==> src/core/arsr_defs.svh <==
// Constants for the ADC result and status register bank
`ifndef ARSR_DEFS_SVH
`define ARSR_DEFS_SVH

`define ARSR_OFS_LIMIT_HIGH   8'h14
`define ARSR_OFS_LIMIT_LOW    8'h15
`define ARSR_OFS_CAL_MODE     8'h17
`define ARSR_OFS_READY_CODE   8'h18
`define ARSR_OFS_DIAG_FLAGS   8'h19
`define ARSR_OFS_RESULT_HIGH  8'h1A
`define ARSR_OFS_RESULT_MID   8'h1B
`define ARSR_OFS_RESULT_LOW   8'h1C
`define ARSR_OFS_LINK_CHECK   8'h1D
`define ARSR_OFS_SEQ_STATUS   8'h1E

`define ARSR_BIT_SHORT        7
`define ARSR_BIT_RAIL         6
`define ARSR_BIT_POR          5
`define ARSR_BIT_STALE        0
`define ARSR_BIT_SCAN_PEND    1

`define ARSR_CAL_NORMAL       2'h0
`define ARSR_CAL_OFFSET       2'h1
`define ARSR_CAL_GAIN         2'h2
`define ARSR_CAL_RESERVED     2'h3

`define ARSR_OVF_NORMAL       2'h0
`define ARSR_OVF_CLAMPED      2'h1
`define ARSR_OVF_POSITIVE     2'h2
`define ARSR_OVF_NEGATIVE     2'h3

`define ARSR_FULL_POS         24'h7FFFFF
`define ARSR_FULL_NEG         24'h800000

`define ARSR_READY_NEW        8'h00
`define ARSR_READY_NONE       8'hFF
`define ARSR_BYTE_RESET       8'h00
`define ARSR_UNMAPPED_READ    8'h00

`define ARSR_CRC_POLY         8'h07
`define ARSR_CRC_INIT         8'h00

`define ARSR_CLK_NS           40
`define ARSR_REPEAT_READ_NS   72000
`define ARSR_REPEAT_READ_CYC  ((`ARSR_REPEAT_READ_NS + `ARSR_CLK_NS - 1) / `ARSR_CLK_NS)

`endif

==> src/core/arsr_pkg.sv <==
// Types shared by the ADC result and status register bank
package arsr_pkg;

  typedef logic [1:0] arsr_cal_t;
  typedef logic [1:0] arsr_ovf_t;
  typedef logic [7:0] arsr_byte_t;

  typedef enum logic [1:0] {
    RDY_IDLE,
    RDY_ASSERTED,
    RDY_WAIT_CHECK
  } arsr_ready_t;

endpackage

==> src/core/arsr_regs.sv <==
// ADC result, status and diagnostic register bank
`timescale 1ns/100ps
`include "arsr_defs.svh"
module arsr_regs #(
  parameter int CH_W = 3
) (
  // Clock and reset
  input  wire logic        clk,
  input  wire logic        rst,
  // Register port
  input  wire logic [7:0]  regAddr,
  input  wire logic        regWr,
  input  wire logic        regRd,
  input  wire logic [7:0]  regWdata,
  output logic      [7:0]  regRdata,
  output logic             regRdValid,
  // Converter side
  input  wire logic        convDone,
  input  wire logic [23:0] convResult,
  input  wire logic [CH_W-1:0] convChannel,
  input  wire logic        convRailNear,
  input  wire logic        convOverPos,
  input  wire logic        convOverNeg,
  input  wire logic        porEvent,
  input  wire logic        scanUpdatePending,
  // Configuration
  input  wire logic        readyReleaseAfterCheck,
  input  wire logic        crcAutoResetDisable,
  // Outputs
  output arsr_pkg::arsr_cal_t calModeActive,
  output logic             resultReadyN
);

  initial begin
    if (CH_W < 1 || CH_W > 3) begin
      $error("arsr_regs channel width must be 1 to 3");
    end
  end

  ////////////////////////////////////////////////////////////////////////////
  // Access decode

  logic wrLimitHigh;
  logic wrLimitLow;
  logic wrCal;
  logic wrCheck;
  logic rdFlags;
  logic rdResult;
  logic rdLow;
  logic rdCheck;

  assign wrLimitHigh = regWr && (regAddr == `ARSR_OFS_LIMIT_HIGH);
  assign wrLimitLow  = regWr && (regAddr == `ARSR_OFS_LIMIT_LOW);
  assign wrCal       = regWr && (regAddr == `ARSR_OFS_CAL_MODE);
  assign wrCheck     = regWr && (regAddr == `ARSR_OFS_LINK_CHECK);
  assign rdFlags     = regRd && (regAddr == `ARSR_OFS_DIAG_FLAGS);
  assign rdLow       = regRd && (regAddr == `ARSR_OFS_RESULT_LOW);
  assign rdCheck     = regRd && (regAddr == `ARSR_OFS_LINK_CHECK);
  assign rdResult    = regRd && (regAddr >= `ARSR_OFS_RESULT_HIGH) && (regAddr <= `ARSR_OFS_RESULT_LOW);

  ////////////////////////////////////////////////////////////////////////////
  // Threshold and calibration mode

  logic [15:0]         limit_r;
  logic [15:0]         limit_nxt;
  arsr_pkg::arsr_cal_t calMode_r;
  arsr_pkg::arsr_cal_t calMode_nxt;

  always_comb begin
    limit_nxt   = limit_r;
    calMode_nxt = calMode_r;
    if (wrLimitHigh) begin
      limit_nxt[15:8] = regWdata;
    end
    if (wrLimitLow) begin
      limit_nxt[7:0] = regWdata;
    end
    if (convDone && calMode_r != `ARSR_CAL_NORMAL) begin
      calMode_nxt = `ARSR_CAL_NORMAL;
    end
    if (wrCal && regWdata[1:0] != `ARSR_CAL_RESERVED) begin
      calMode_nxt = regWdata[1:0];
    end
  end

  always_ff @(posedge clk or posedge rst) begin
    if (rst) begin
      limit_r   <= {`ARSR_BYTE_RESET, `ARSR_BYTE_RESET};
      calMode_r <= `ARSR_CAL_NORMAL;
    end else begin
      limit_r   <= limit_nxt;
      calMode_r <= calMode_nxt;
    end
  end

  assign calModeActive = calMode_r;

  ////////////////////////////////////////////////////////////////////////////
  // Result capture and diagnostic flags

  logic [23:0]         result_r;
  logic [23:0]         result_nxt;
  logic [23:0]         absResult;
  logic                short_r;
  logic                short_nxt;
  logic                rail_r;
  logic                rail_nxt;
  logic                por_r;
  logic                por_nxt;
  arsr_pkg::arsr_ovf_t ovf_r;
  arsr_pkg::arsr_ovf_t ovf_nxt;
  logic [CH_W-1:0]     chan_r;
  logic [CH_W-1:0]     chan_nxt;

  assign absResult = convResult[23] ? (~convResult + 24'h000001) : convResult;

  always_comb begin
    result_nxt = result_r;
    short_nxt  = short_r;
    ovf_nxt    = ovf_r;
    chan_nxt   = chan_r;
    rail_nxt   = convRailNear;
    por_nxt    = rdFlags ? 1'b0 : por_r;
    if (porEvent) begin
      por_nxt = 1'b1;
    end
    if (convDone) begin
      result_nxt = convResult;
      chan_nxt   = convChannel;
      short_nxt  = absResult <= {8'h00, limit_r};
      if (convOverPos) begin
        ovf_nxt = `ARSR_OVF_POSITIVE;
      end else if (convOverNeg) begin
        ovf_nxt = `ARSR_OVF_NEGATIVE;
      end else if (convResult == `ARSR_FULL_POS || convResult == `ARSR_FULL_NEG) begin
        ovf_nxt = `ARSR_OVF_CLAMPED;
      end else begin
        ovf_nxt = `ARSR_OVF_NORMAL;
      end
    end
  end

  always_ff @(posedge clk or posedge rst) begin
    if (rst) begin
      result_r <= 24'h000000;
      short_r  <= 1'b0;
      rail_r   <= 1'b0;
      por_r    <= 1'b1;
      ovf_r    <= `ARSR_OVF_NORMAL;
      chan_r   <= '0;
    end else begin
      result_r <= result_nxt;
      short_r  <= short_nxt;
      rail_r   <= rail_nxt;
      por_r    <= por_nxt;
      ovf_r    <= ovf_nxt;
      chan_r   <= chan_nxt;
    end
  end

  ////////////////////////////////////////////////////////////////////////////
  // New-data tracking and ready output

  arsr_pkg::arsr_ready_t rdy_r;
  arsr_pkg::arsr_ready_t rdy_nxt;
  logic                  dataNew_r;
  logic                  dataNew_nxt;
  logic                  stale_r;
  logic                  stale_nxt;
  logic                  readyN_r;
  logic                  releaseNow;

  always_comb begin
    rdy_nxt     = rdy_r;
    dataNew_nxt = rdLow ? 1'b0 : dataNew_r;
    stale_nxt   = stale_r;
    if (rdResult) begin
      stale_nxt = ~dataNew_r;
    end
    if (convDone) begin
      dataNew_nxt = 1'b1;
      rdy_nxt     = arsr_pkg::RDY_ASSERTED;
    end else begin
      // release after low or check byte
      unique case (rdy_r)
        arsr_pkg::RDY_IDLE: rdy_nxt = arsr_pkg::RDY_IDLE;
        arsr_pkg::RDY_ASSERTED: begin
          if (rdLow) begin
            rdy_nxt = readyReleaseAfterCheck ? arsr_pkg::RDY_WAIT_CHECK : arsr_pkg::RDY_IDLE;
          end
        end
        arsr_pkg::RDY_WAIT_CHECK: begin
          if (rdCheck) begin
            rdy_nxt = arsr_pkg::RDY_IDLE;
          end
        end
      endcase
    end
  end

  assign releaseNow = (rdy_r != arsr_pkg::RDY_IDLE) && (rdy_nxt == arsr_pkg::RDY_IDLE);

  always_ff @(posedge clk or posedge rst) begin
    if (rst) begin
      rdy_r     <= arsr_pkg::RDY_IDLE;
      dataNew_r <= 1'b0;
      stale_r   <= 1'b0;
      readyN_r  <= 1'b1;
    end else begin
      rdy_r     <= rdy_nxt;
      dataNew_r <= dataNew_nxt;
      stale_r   <= stale_nxt;
      readyN_r  <= (rdy_nxt == arsr_pkg::RDY_IDLE);
    end
  end

  assign resultReadyN = readyN_r;

  ////////////////////////////////////////////////////////////////////////////
  // Link CRC and read-back

  logic       crcClear;
  logic       crcFeed;
  logic [7:0] crcFeedByte;
  logic [7:0] crcValue;
  logic [7:0] rdMux;
  logic [7:0] rdata_r;
  logic       rdValid_r;

  assign crcClear    = wrCheck || (releaseNow && !crcAutoResetDisable);
  assign crcFeed     = regWr || (regRd && !rdCheck);
  assign crcFeedByte = regWr ? regWdata : rdMux;

  arsr_crc #(
    .WIDTH (8),
    .POLY  (`ARSR_CRC_POLY),
    .INIT  (`ARSR_CRC_INIT)
  ) u_crc (
    .clk       (clk),
    .rst       (rst),
    .clear     (crcClear),
    .byteValid (crcFeed),
    .byteIn    (crcFeedByte),
    .crcValue  (crcValue)
  );

  always_comb begin
    rdMux = `ARSR_UNMAPPED_READ;
    unique case (regAddr)
      `ARSR_OFS_LIMIT_HIGH:  rdMux = limit_r[15:8];
      `ARSR_OFS_LIMIT_LOW:   rdMux = limit_r[7:0];
      `ARSR_OFS_CAL_MODE:    rdMux = {6'h00, calMode_r};
      `ARSR_OFS_READY_CODE:  rdMux = dataNew_r ? `ARSR_READY_NEW : `ARSR_READY_NONE;
      `ARSR_OFS_DIAG_FLAGS:  rdMux = {short_r, rail_r, por_r, ovf_r, 3'(chan_r)};
      `ARSR_OFS_RESULT_HIGH: rdMux = result_r[23:16];
      `ARSR_OFS_RESULT_MID:  rdMux = result_r[15:8];
      `ARSR_OFS_RESULT_LOW:  rdMux = result_r[7:0];
      `ARSR_OFS_LINK_CHECK:  rdMux = crcValue;
      `ARSR_OFS_SEQ_STATUS:  rdMux = {6'h00, scanUpdatePending, stale_nxt};
      default:               rdMux = `ARSR_UNMAPPED_READ;
    endcase
  end

  always_ff @(posedge clk or posedge rst) begin
    if (rst) begin
      rdata_r   <= `ARSR_UNMAPPED_READ;
      rdValid_r <= 1'b0;
    end else begin
      rdata_r   <= regRd ? rdMux : rdata_r;
      rdValid_r <= regRd;
    end
  end

  assign regRdata   = rdata_r;
  assign regRdValid = rdValid_r;
endmodule

==> src/core/arsr_crc.sv <==
// Running CRC over bytes moved on the register port, other than link-check reads and writes and a low-byte read that releases ready with auto-reset on
`timescale 1ns/100ps
`include "arsr_defs.svh"
module arsr_crc #(
  parameter int         WIDTH = 8,
  parameter logic [7:0] POLY  = `ARSR_CRC_POLY,
  parameter logic [7:0] INIT  = `ARSR_CRC_INIT
) (
  // Clock and reset
  input  wire logic       clk,
  input  wire logic       rst,
  // Control
  input  wire logic       clear,
  input  wire logic       byteValid,
  input  wire logic [7:0] byteIn,
  // Result
  output logic      [7:0] crcValue
);

  logic [7:0] crc_r;
  logic [7:0] crc_nxt;
  logic [7:0] step [0:8];

  initial begin
    if (WIDTH != 8) begin
      $error("arsr_crc serves only an 8-bit CRC");
    end
  end

  assign step[0] = crc_r ^ byteIn;

  // One bit of division per stage, MSB first
  for (genvar i = 0; i < 8; i++) begin : g_bit
    assign step[i+1] = step[i][7] ? ((step[i] << 1) ^ POLY) : (step[i] << 1);
  end

  always_comb begin
    crc_nxt = crc_r;
    if (clear) begin
      crc_nxt = INIT;
    end else if (byteValid) begin
      crc_nxt = step[8];
    end
  end

  always_ff @(posedge clk or posedge rst) begin
    if (rst) begin
      crc_r <= INIT;
    end else begin
      crc_r <= crc_nxt;
    end
  end

  assign crcValue = crc_r;

endmodule

==> config.mk <==
export PLATFORM = sky130hd
export DESIGN_NAME = arsr_regs
export DESIGN_NICKNAME = d
export VERILOG_FILES = /design/src/core/arsr_pkg.sv /design/src/core/arsr_regs.sv /design/src/core/arsr_crc.sv
export VERILOG_INCLUDE_DIRS = /design/src /design/src/core
export SDC_FILE = /design/constraint.sdc
export NUM_CORES = 1
export LEC_CHECK = 0
export BUFFER_PORTS_ARGS = -buffer_cell sky130_fd_sc_hd__clkbuf_2
export CAP_MARGIN = 20
export CORE_MARGIN = 4
export CORE_UTILIZATION = 58
export DETAILED_ROUTE_END_ITERATION = 10
export PLACE_DENSITY_LB_ADDON = 0.2
export SKIP_LAST_GASP = 1
export SYNTH_ARGS = -nofsm -noshare
export SYNTH_HDL_FRONTEND = slang
export SYNTH_HIERARCHICAL = 1
export SYNTH_SLANG_ARGS = --single-unit
==> constraint.sdc <==
create_clock -name clk -period 4.16 [get_ports clk]
set_input_delay 0.208 -clock clk [delete_from_list [all_inputs] [get_ports clk]]
set_output_delay 0.208 -clock clk [all_outputs]
set_load 0.005 [all_outputs]
Word level (Yosys, flattened, before mapping). Index checks and enable logic that the tools add are counted.

Register bits: 72. Bits of input ports: 55. Output and inout bits: 12. Logic and storage cells: 102.

$add $sub $neg: 1. $lt $le $gt $ge: 3. Eq/ne operators: 15. Multiplexer cells: 29. Bitwise operators: 11. Reductions and logical operators: 27.

Operators by type and width (count): 8-bit by 5-bit == test with 1-bit output, second input constant (10); 8-bit case mux with 10 select lines (1); 8-bit 2-to-1 mux (4); 24-bit by 1-bit adder with 24-bit output, second input constant (1); 24-bit by 23-bit == test with 1-bit output, second input constant (1); 24-bit == test, second input constant (1); 24-bit by 16-bit less-or-equal comparator with 1-bit output (1); 24-bit 2-to-1 mux (1); 3-bit 2-to-1 mux (8); 24-bit NOT (1); 3-bit NOT (8); 2-bit 2-to-1 mux (8); 1-bit logical AND (14); 2-bit nonzero test (6); 8-bit by 5-bit >= comparator with 1-bit output, second input constant (1); 8-bit by 5-bit less-or-equal comparator with 1-bit output, second input constant (1); 8-bit XOR (1); 1-bit 2-to-1 mux (6); 2-bit case mux with 3 select lines (1); 2-bit zero test (2); 1-bit logical OR (3); 2-bit by 1-bit == test with 1-bit output, second input constant (1); 2-bit == test, second input constant (1); 1-bit zero test (2); other kinds (2) (2).

Logic depth before layout (Yosys ltp). Gate-level depths: netlist of the first run.

Depth in word-level cells: 25. Mapped depth: 12. Mapped depth without buffers: 12.

By module. Netlist of the first run, hierarchy kept.

By module, submodules not included: arsr_regs (times used 1, cells an instance 457, area an instance 4262.8 um^2, seq. area each 1604.0 um^2); arsr_crc (times used 1, cells an instance 56, area an instance 628.1 um^2, seq. area each 200.2 um^2).

Worst setup path before layout of the first run. OpenSTA, ideal clock, no wires.

Kind: input to register. Start point: in regAddr[5]. End point: reg u_crc.crc_r[3] (netlist: u_crc/crcValue[3]). Library setup time: 0.078 ns. Arrival: 2.885 ns. Data required time: 4.082 ns. Setup slack: 1.197 ns. Cell stages on the path: 10. Cell sequence: or4b_1 -> nor2_1 -> a222oi_1 -> o221ai_1 -> o21ai_0 -> o21ai_0 -> xor3_1 -> xnor3_1 -> or3_1 -> a21oi_1.

Longest elaborated chain between the ends: 11. Elaborated cells on any way between the ends: 37.

Ends and longest elaborated chain: start: declaration (RTL line arsr_regs.sv:11) `input wire logic [7:0] regAddr,`; 8-bit by 5-bit == test with 1-bit output (RTL line arsr_regs.sv:249) `unique case (regAddr)`; 8-bit case mux with 10 select lines (*) (RTL line arsr_regs.sv:249); 8-bit 2-to-1 mux (*) (RTL line arsr_regs.sv:232) `assign crcFeedByte = regWr ? regWdata : rdMux;`; named net crcFeedByte[3] (RTL line arsr_regs.sv:224) `logic [7:0] crcFeedByte;`; 8-bit XOR (*) (RTL line arsr_crc.sv:30) `assign step[0] = crc_r ^ byteIn;`; 3-bit 2-to-1 mux (*) (RTL line arsr_crc.sv:34) `assign step[i+1] = step[i][7] ? ((step[i] << 1) ^ POLY) : (step[i] << 1);`; 3-bit NOT (no source line); 3-bit 2-to-1 mux (*) (RTL line arsr_crc.sv:34); 3-bit NOT (no source line); 3-bit 2-to-1 mux (*) (RTL line arsr_crc.sv:34); 8-bit 2-to-1 mux (*) (RTL line arsr_crc.sv:41) `end else if (byteValid) begin`; 8-bit 2-to-1 mux (*) (RTL line arsr_crc.sv:39) `if (clear) begin`; end signal: assignment (RTL line arsr_crc.sv:50) `crc_r <= crc_nxt;`; end: declaration (RTL line arsr_crc.sv:20) `logic [7:0] crc_r;`.

Mark *: on every way through the listed nets, which the timed path passes. The rest lies on a longest branch. The select of a mux whose other input is x is not followed. A chain may end at the register's enable or synchronous reset.

Worst setup path in the final report of the first run. Same ends and word-level chain as after synthesis.

==> results of run 1 <==
==> state kept, by name, summed over array words and instances, names as in the netlist <==
name and count:
chan_r 3, regRdValid 1, short_r 1, result_r 24, stale_r 1, u_crc/crcValue 8, por_r 1, ovf_r 2
regRdata 8, dataNew_r 1, calModeActive 2, rail_r 1, resultReadyN 1, limit_r 16, rdy_r 2
==> per-stage QoR <==
step / hold slack (ns) / total power (uW)
after global routing: 0.04488 / 2259
after floorplan: 0.02366 / 1427
after global placement: 0.1819 / 1581
after detailed placement: 0.1910 / 1608
final: 0.04432 / 2144
after CTS: 0.04584 / 2144
==> synthesized netlist by cell type (6+ instances only) <==
| master | instances |
|---|---|
| dfrtp_1 | 70 |
| mux2_2 | 44 |
| nand2_1 | 40 |
| o21ai_0 | 37 |
| inv_1 | 34 |
| nor2_1 | 32 |
| a21oi_1 | 24 |
| xnor2_1 | 24 |
| clkbuf_1 | 22 |
| ha_1 | 21 |
| nand3_1 | 16 |
| mux2i_1 | 12 |
| nand4_1 | 11 |
| nor3_1 | 11 |
| nor2b_1 | 10 |
| buf_1 | 6 |
| nor4_1 | 6 |
| o31ai_1 | 6 |
==> kinds of logic (layout without fill, tap and decap cells) <==
| family | after synthesis | in the layout | share of synthesized area |
|---|---|---|---|
| buffers and inverters | 63 | 123 | 0.04835 |
| xor gates and xnor gates | 35 | 35 | 0.08161 |
| DFF | 72 | 72 | 0.3689 |
| AOI/OAI and AO/OA | 111 | 111 | 0.1484 |
| and+or+nand+nor | 151 | 151 | 0.1617 |
| adders and majority gates | 21 | 21 | 0.05372 |
| muxes | 60 | 60 | 0.1374 |
==> power groups by stage <==
stage | Sequential, uW | Clock (uW) | Combinational (uW)
detailed placement | 888 | 0 | 721
global route | 885 | 574 | 800
CTS | 875 | 540 | 729
finish | 876 | 535 | 733
global placement | 886 | 0 | 695
floorplan | 853 | 0 | 573
==> final cells by class <==
cell class	instances	area, um^2
tap	105	131.4
clock buffer	10	127.6
inverter	35	131.4
clock inverter	4	47.55
fill	707	2729
sequential	72	1804
timing repair buffer	74	395.4
multi-input combinational	378	2850
==> worst reg2reg max path: cells and delay by family, from the launching register on <==
family                    cells  cell delay, ns
AOI/OAI and AO/OA             5            1.12
xor gates and xnor gates      2            0.79
and+or+nand+nor               3            0.49
DFF                           1            0.45
==> worst paths after layout <==
kind	start	end	slack, ns	cells after the start
setup / recovery	regAddr[5]	u_crc/crcValue[3]	1.08	12
max in group asynchronous	rst	result_r[3]	3.00	4
hold / removal	porEvent	por_r	0.04	2
setup reg to reg	u_crc/crcValue[2]	u_crc/crcValue[3]	1.24	10
hold reg to reg	limit_r[12]	limit_r[12]	0.50	2
min in group asynchronous	rst	u_crc/crcValue[4]	0.35	3
==> layer usage <==
metal	up-vias	track usage
met4	0	0.07668
met5	-	0
li1	1960	-
met3	27	0.06254
met2	167	0.4402
met1	2088	0.3981
==> results.json, run 1 <==
{
  "power_frac_seq": 0.408,
  "p_sw_frac": 0.3271,
  "io_pins": 67,
  "hp-class": "input pin to flop",
  "cp_max_fo": 6,
  "synth_edf_count": 0,
  "critPathLaunchType": "input pin",
  "top_layer": "met4",
  "combPwrFrac": 0.342,
  "fin_worst_skew_ns": 0.01570,
  "cts_made_buffers": 9,
  "hold_viol": 0,
  "drt_iter0_drc": 243,
  "cp_cell_sequence": "clkbuf_2 -> or4b_1 -> nor2_1 -> buf_4 -> a222oi_1 -> o221ai_1 -> o21ai_0 -> o21ai_0 -> xor3_1 -> xnor3_1 -> or3_1 -> a21oi_1",
  "p_int_uw": 1443,
  "relSlewSlack": 0.4647,
  "io_buffers": 66,
  "synth_area_um2": 4891,
  "final_core_util": 0.6679,
  "post-route-drc-count": 0,
  "drt_wl_total_um": 13500,
  "cts_setup_buffers": 0,
  "mostFrequentLayoutCell": "dfrtp_1",
  "dr_wl_met3_um": 928,
  "clock_path_buffers": 2,
  "core_area_um2": 8217,
  "max_freq_ghz": 0.3246,
  "final.setup.tns_ns": 0,
  "slew_viol_final": 0,
  "ys_ff_latch": 72,
  "wl_met2_um": 6208,
  "final_cell_mix": "dfrtp_1 (70), clkbuf_2 (66), mux2_2 (44)",
  "finalNonFillerCells": 678,
  "worstMarginPinSlew_ns": 0.8029,
  "cp_top_family": "simple AND/OR/NAND/NOR gates",
  "synth_seq_area_share": 0.3689,
  "crit_arrival_ns": 3.37,
  "place_hpwl_um": 10450,
  "postRouteAntennaNets": 0,
  "syn_nets": 589,
  "crit_slowest_cell": "or4b_1",
  "cts_num_sinks": 72,
  "dieArea_um2": 9966,
  "clk_root_buffer_cell": "clkbuf_8",
  "start_util": 0.5952,
  "nets": 646,
  "grt_pass1_wl_um": 21580,
  "synth_top_area_share": 0.3581,
  "cts_hold_buf": 2,
  "drive_gt1_frac": 0.2548,
  "min_period_ns": 3.081,
  "die_y_um": 99.83,
  "cts_tree": "yes",
  "first_pass_iters": 6,
  "yosys.area.top_type": "dfrtp_1",
  "yosys-top-cells-area": "dfrtp_1 (36%), mux2_2 (10%), ha_1 (5.4%)",
  "postLayoutCellArea_um2": 5488,
  "rsz0062_at_grt": "no",
  "met1_length_um": 6048,
  "grt-ovfl-total": 0,
  "path_buf_inv": 2,
  "clk_pin_slew_ns": 0.09,
  "end_kind": "flop",
  "dp_slack_ns": 0.7413,
  "finalCritPeriodShare": 0.7406,
  "dieWidth_um": 99.83,
  "row_count": 33,
  "grt_pass1_vias": 4095,
  "numPlacedInstances": 662,
  "pwr-share-clk": 0.250,
  "wl_per_cell_um": 19.91,
  "leakage_uw": 0.002392,
  "status": "completed",
  "cts_resized": 0,
  "p_switching_uw": 701.4,
  "dr_total_vias": 4242,
  "clk_latency_ns": 0.36,
  "synth_warnings": 6,
  "async_flop_share": 1.000,
  "powerDensity_nw_per_um2": 390.7,
  "htreeDepth": 3,
  "antenna_found_initial": 0,
  "place_area_um2": 5293,
  "syn2layout_area_growth_pct": 12.20,
  "synth_cell_types": 64,
  "ys.flop_type": "dfrtp_1",
  "cp_common_cell": "o21ai_0",
  "fin_ws_ns": 1.079,
  "grt_usage": 0.2819,
  "slowest_delay_ns": 0.62,
  "drv_cap": 0,
  "gp_congestion": 0.9683,
  "synth_cells": 513,
  "antenna_cells": 0,
  "worstSetupPathType": "input pin to flop",
  "viasPerCell": 6.257,
  "grt_max_degree": 65,
  "cp.required_ns": 4.45,
  "vdd_drop_max_uv": 231.3,
  "setup_viol_count_final": 0,
  "syn-mean-instance-area_um2": 9.534
}
(Power assumes the default switching activity.)
==> inputs of run 2 (changes only) <==
--- a/config.mk
+++ b/config.mk
@@ -6,6 +6,7 @@
 export SDC_FILE = /design/constraint.sdc
 export NUM_CORES = 1
 export LEC_CHECK = 0
+export ABC_AREA = 1
 export BUFFER_PORTS_ARGS = -buffer_cell sky130_fd_sc_hd__clkbuf_2
 export CAP_MARGIN = 20
 export CORE_MARGIN = 4
==> constraint.sdc (replaced) <==
create_clock -name clk -period 3.15 [get_ports clk]
set_input_delay 0.1575 -clock clk [delete_from_list [all_inputs] [get_ports clk]]
set_output_delay 0.1575 -clock clk [all_outputs]
set_load 0.005 [all_outputs]
==> run 2 against run 1 <==
  * Combinational power rose by 14%
  * Global-route usage grew 0.69 points
  * Largest power group unchanged
  * Sequential power rose by 29%
  * Die area up 1.7%
  * Register-to-register slack got worse by 0.33 ns
  * Design area grew 1.9%
  * Total power is 23% higher
  * Clock-buffer cell count decreased by 1
  * Synthesized area rose by 1.8%
  * Core utilization increased by 0.60 points
  * Sequential share of layout area down 0.62 points
  * Largest cell class unchanged
==> results.json, run 2 <==
{
  "final_cell_mix": "nand2_1 (202), inv_1 (103), dfrtp_1 (70)",
  "hold_viol": 0,
  "clk_latency_ns": 0.35,
  "largest_register_ffs": 24,
  "synth_edf_count": 0,
  "crit_arrival_ns": 2.55,
  "synth_area_um2": 4980,
  "slowest_delay_ns": 0.38,
  "synth_most_common_cell": "nand2_1",
  "first_pass_iters": 7,
  "crit_slowest_cell": "o21ai_1",
  "postRouteAntennaNets": 0,
  "top_regs": "result_r (24), limit_r (16)",
  "critPathLaunchType": "input pin",
  "drt_wl_total_um": 14120,
  "grt-ovfl-total": 0,
  "antenna_cells": 0,
  "synth_cell_types": 42,
  "finalNonFillerCells": 900,
  "mostFrequentLayoutCell": "nand2_1",
  "end_kind": "flop",
  "nets": 866,
  "die_y_um": 100.7,
  "p_total_uw": 2627,
  "synth_warnings": 6,
  "cp_cell_sequence": "clkbuf_2 -> inv_1 -> ha_1 -> nand3_1 -> o21ai_1 -> nand2_1 -> xor2_1 -> ha_1 -> nand4_1 -> nor3_1 -> nand3_1 -> nand2_1 -> nand3_1 -> nor2_1 -> nand2_1 -> nand2_1",
  "finalCritPeriodShare": 0.7151,
  "synthTopCellsByCount": "nand2_1 (202), inv_1 (104), dfrtp_1 (70)",
  "dieArea_um2": 10130,
  "relSlewSlack": 0.6451,
  "start_util": 0.6000,
  "clk_root_buffer_cell": "clkbuf_8",
  "cts_made_buffers": 9,
  "slew_viol_final": 0,
  "cts_resized": 0,
  "worstMarginPinSlew_ns": 0.5323,
  "dr_total_vias": 5057,
  "fillers": 697,
  "leakage_uw": 0.002902,
  "ys.flop_type": "dfrtp_1",
  "io_pins": 67,
  "gp_congestion": 0.9678,
  "ys_ff_latch": 72,
  "hold_ws_ns": 0.01403,
  "numPlacedInstances": 881,
  "final.setup.tns_ns": 0,
  "antenna_found_initial": 0,
  "wl_per_cell_um": 15.69,
  "vdd_drop_max_uv": 199.2,
  "cts_hold_buf": 3,
  "async_flop_share": 1.000,
  "syn2layout_area_growth_pct": 12.31,
  "cp_common_cell": "nand2_1",
  "setup_viol_count_final": 0,
  "synth_seq_area_share": 0.3623,
  "synth_top_area_share": 0.3518,
  "fin_ws_ns": 0.8974,
  "yosys-top-cells-area": "dfrtp_1 (35%), nand2_1 (15%), inv_1 (7.8%)",
  "synth_cells": 722,
  "post-route-drc-count": 0,
  "max_freq_ghz": 0.4439,
  "cp.required_ns": 3.44,
  "regMostFlops": "result_r",
  "fin_worst_skew_ns": 0.009572,
  "viasPerCell": 5.619,
  "htreeDepth": 3,
  "cts_setup_buffers": 0,
  "cts_tree": "yes",
  "syn-mean-instance-area_um2": 6.897,
  "status": "completed",
  "rsz0062_at_grt": "no",
  "drv_cap": 0,
  "yosys.area.top_type": "dfrtp_1",
  "path_buf_inv": 2,
  "dp_slack_ns": 0.5446,
  "cp_max_fo": 4,
  "core_area_um2": 8299,
  "io_buffers": 66,
  "drive_gt1_frac": 0.1673,
  "syn_nets": 798,
  "drt_iter0_drc": 420,
  "powerDensity_nw_per_um2": 469.8,
  "grt_usage": 0.2889,
  "dieWidth_um": 100.7,
  "grt_pass1_vias": 4904,
  "worstSetupPathType": "input pin to flop",
  "row_count": 33,
  "cts_num_sinks": 72,
  "clock_path_buffers": 2,
  "grt_max_degree": 54,
  "min_period_ns": 2.253,
  "clk_pin_slew_ns": 0.08,
  "grt_pass1_wl_um": 23090,
  "place_hpwl_um": 11410,
  "hp-class": "input pin to flop",
  "cp_top_family": "simple AND/OR/NAND/NOR gates"
}
[run 2: cell count changes in the layout (fill, tap and decap cells not counted), sizes merged, moves of 16 or more]
cell   change
mux2      -47
a21oi     -16
inv       +86
nand3     +31
nor2      +41
nand2    +173
o22ai     +16
o21ai     +35
xnor2     -20
[run 2: metrics by stage]
| step | cell area (um^2) | util |
|---|---|---|
| final | 5593 | 0.6739 |
| after detailed placement | 5385 | 0.6489 |
| after floorplan | 4980 | - |
| after global routing | 5593 | 0.6739 |
| after global placement | 5385 | 0.6489 |
| after CTS | 5593 | 0.6739 |
[run 2: worst register-to-register path: stages (launching register included)]
cell	delay [ns]
dfrtp_1	0.36
inv_1	0.12
nand4_1	0.29
o21ai_1	0.17
nor2_1	0.09
a31oi_1	0.29
inv_1	0.10
nand2_1	0.08
nand2_1	0.12
nand2_1	0.10
nand3b_1	0.08
nand2_1	0.12
inv_2	0.06
nand2_1	0.07
nand3_1	0.07
nand2_1	0.07
[run 2: layer usage]
layer	up-vias	global-route usage	wire, um
li1	2448	-	-
met1	2337	0.3502	5778
met2	237	0.4947	6812
met3	35	0.05952	1106
met4	0	0.1254	421
met5	-	0	0
[run 2: worst paths after layout]
| check | depth (start not counted) | from | end | slack (ns) |
|---|---|---|---|---|
| hold reg to reg | 2 | regRdata[1] | regRdata[1] | 0.49 |
| max in group asynchronous | 4 | rst | result_r[16] | 1.86 |
| setup reg to reg | 15 | dataNew_r | u_crc/crcValue[1] | 0.91 |
| setup / recovery | 16 | convResult[0] | short_r | 0.90 |
| hold / removal | 3 | convChannel[0] | chan_r[0] | 0.01 |
| min in group asynchronous | 3 | rst | u_crc/crcValue[0] | 0.30 |
[run 2: power by group]
group / internal (uW) / switching (uW) / total, uW
sequential: 1030 / 96.6 / 1130
clock: 292 / 373 / 665
combinational: 295 / 538 / 833
total: 1620 / 1010 / 2630
[run 2: cell type report]
type / instances / area [um^2] / area share
multi-input cells: 517 / 2658 / 0.4752
flip-flops and latches: 72 / 1804 / 0.3226
inverters: 119 / 446.7 / 0.07987
repair buffers: 71 / 375.4 / 0.06711
well taps: 105 / 131.4 / 0.02349
clock buffers: 9 / 123.9 / 0.02215
clock inverters: 7 / 53.80 / 0.009620
[run 2: cell families (layout without fill, tap and decap cells)]
family	after synthesis	count (layout)	synth area share
AO/OA/AOI/OAI	117	117	0.1337
XOR/XNOR	19	19	0.03643
adder cells (fa/ha/maj)	21	21	0.05276
buffers and inverters	133	206	0.1040
flip-flops	72	72	0.3623
AND/OR/NAND/NOR	360	360	0.3108
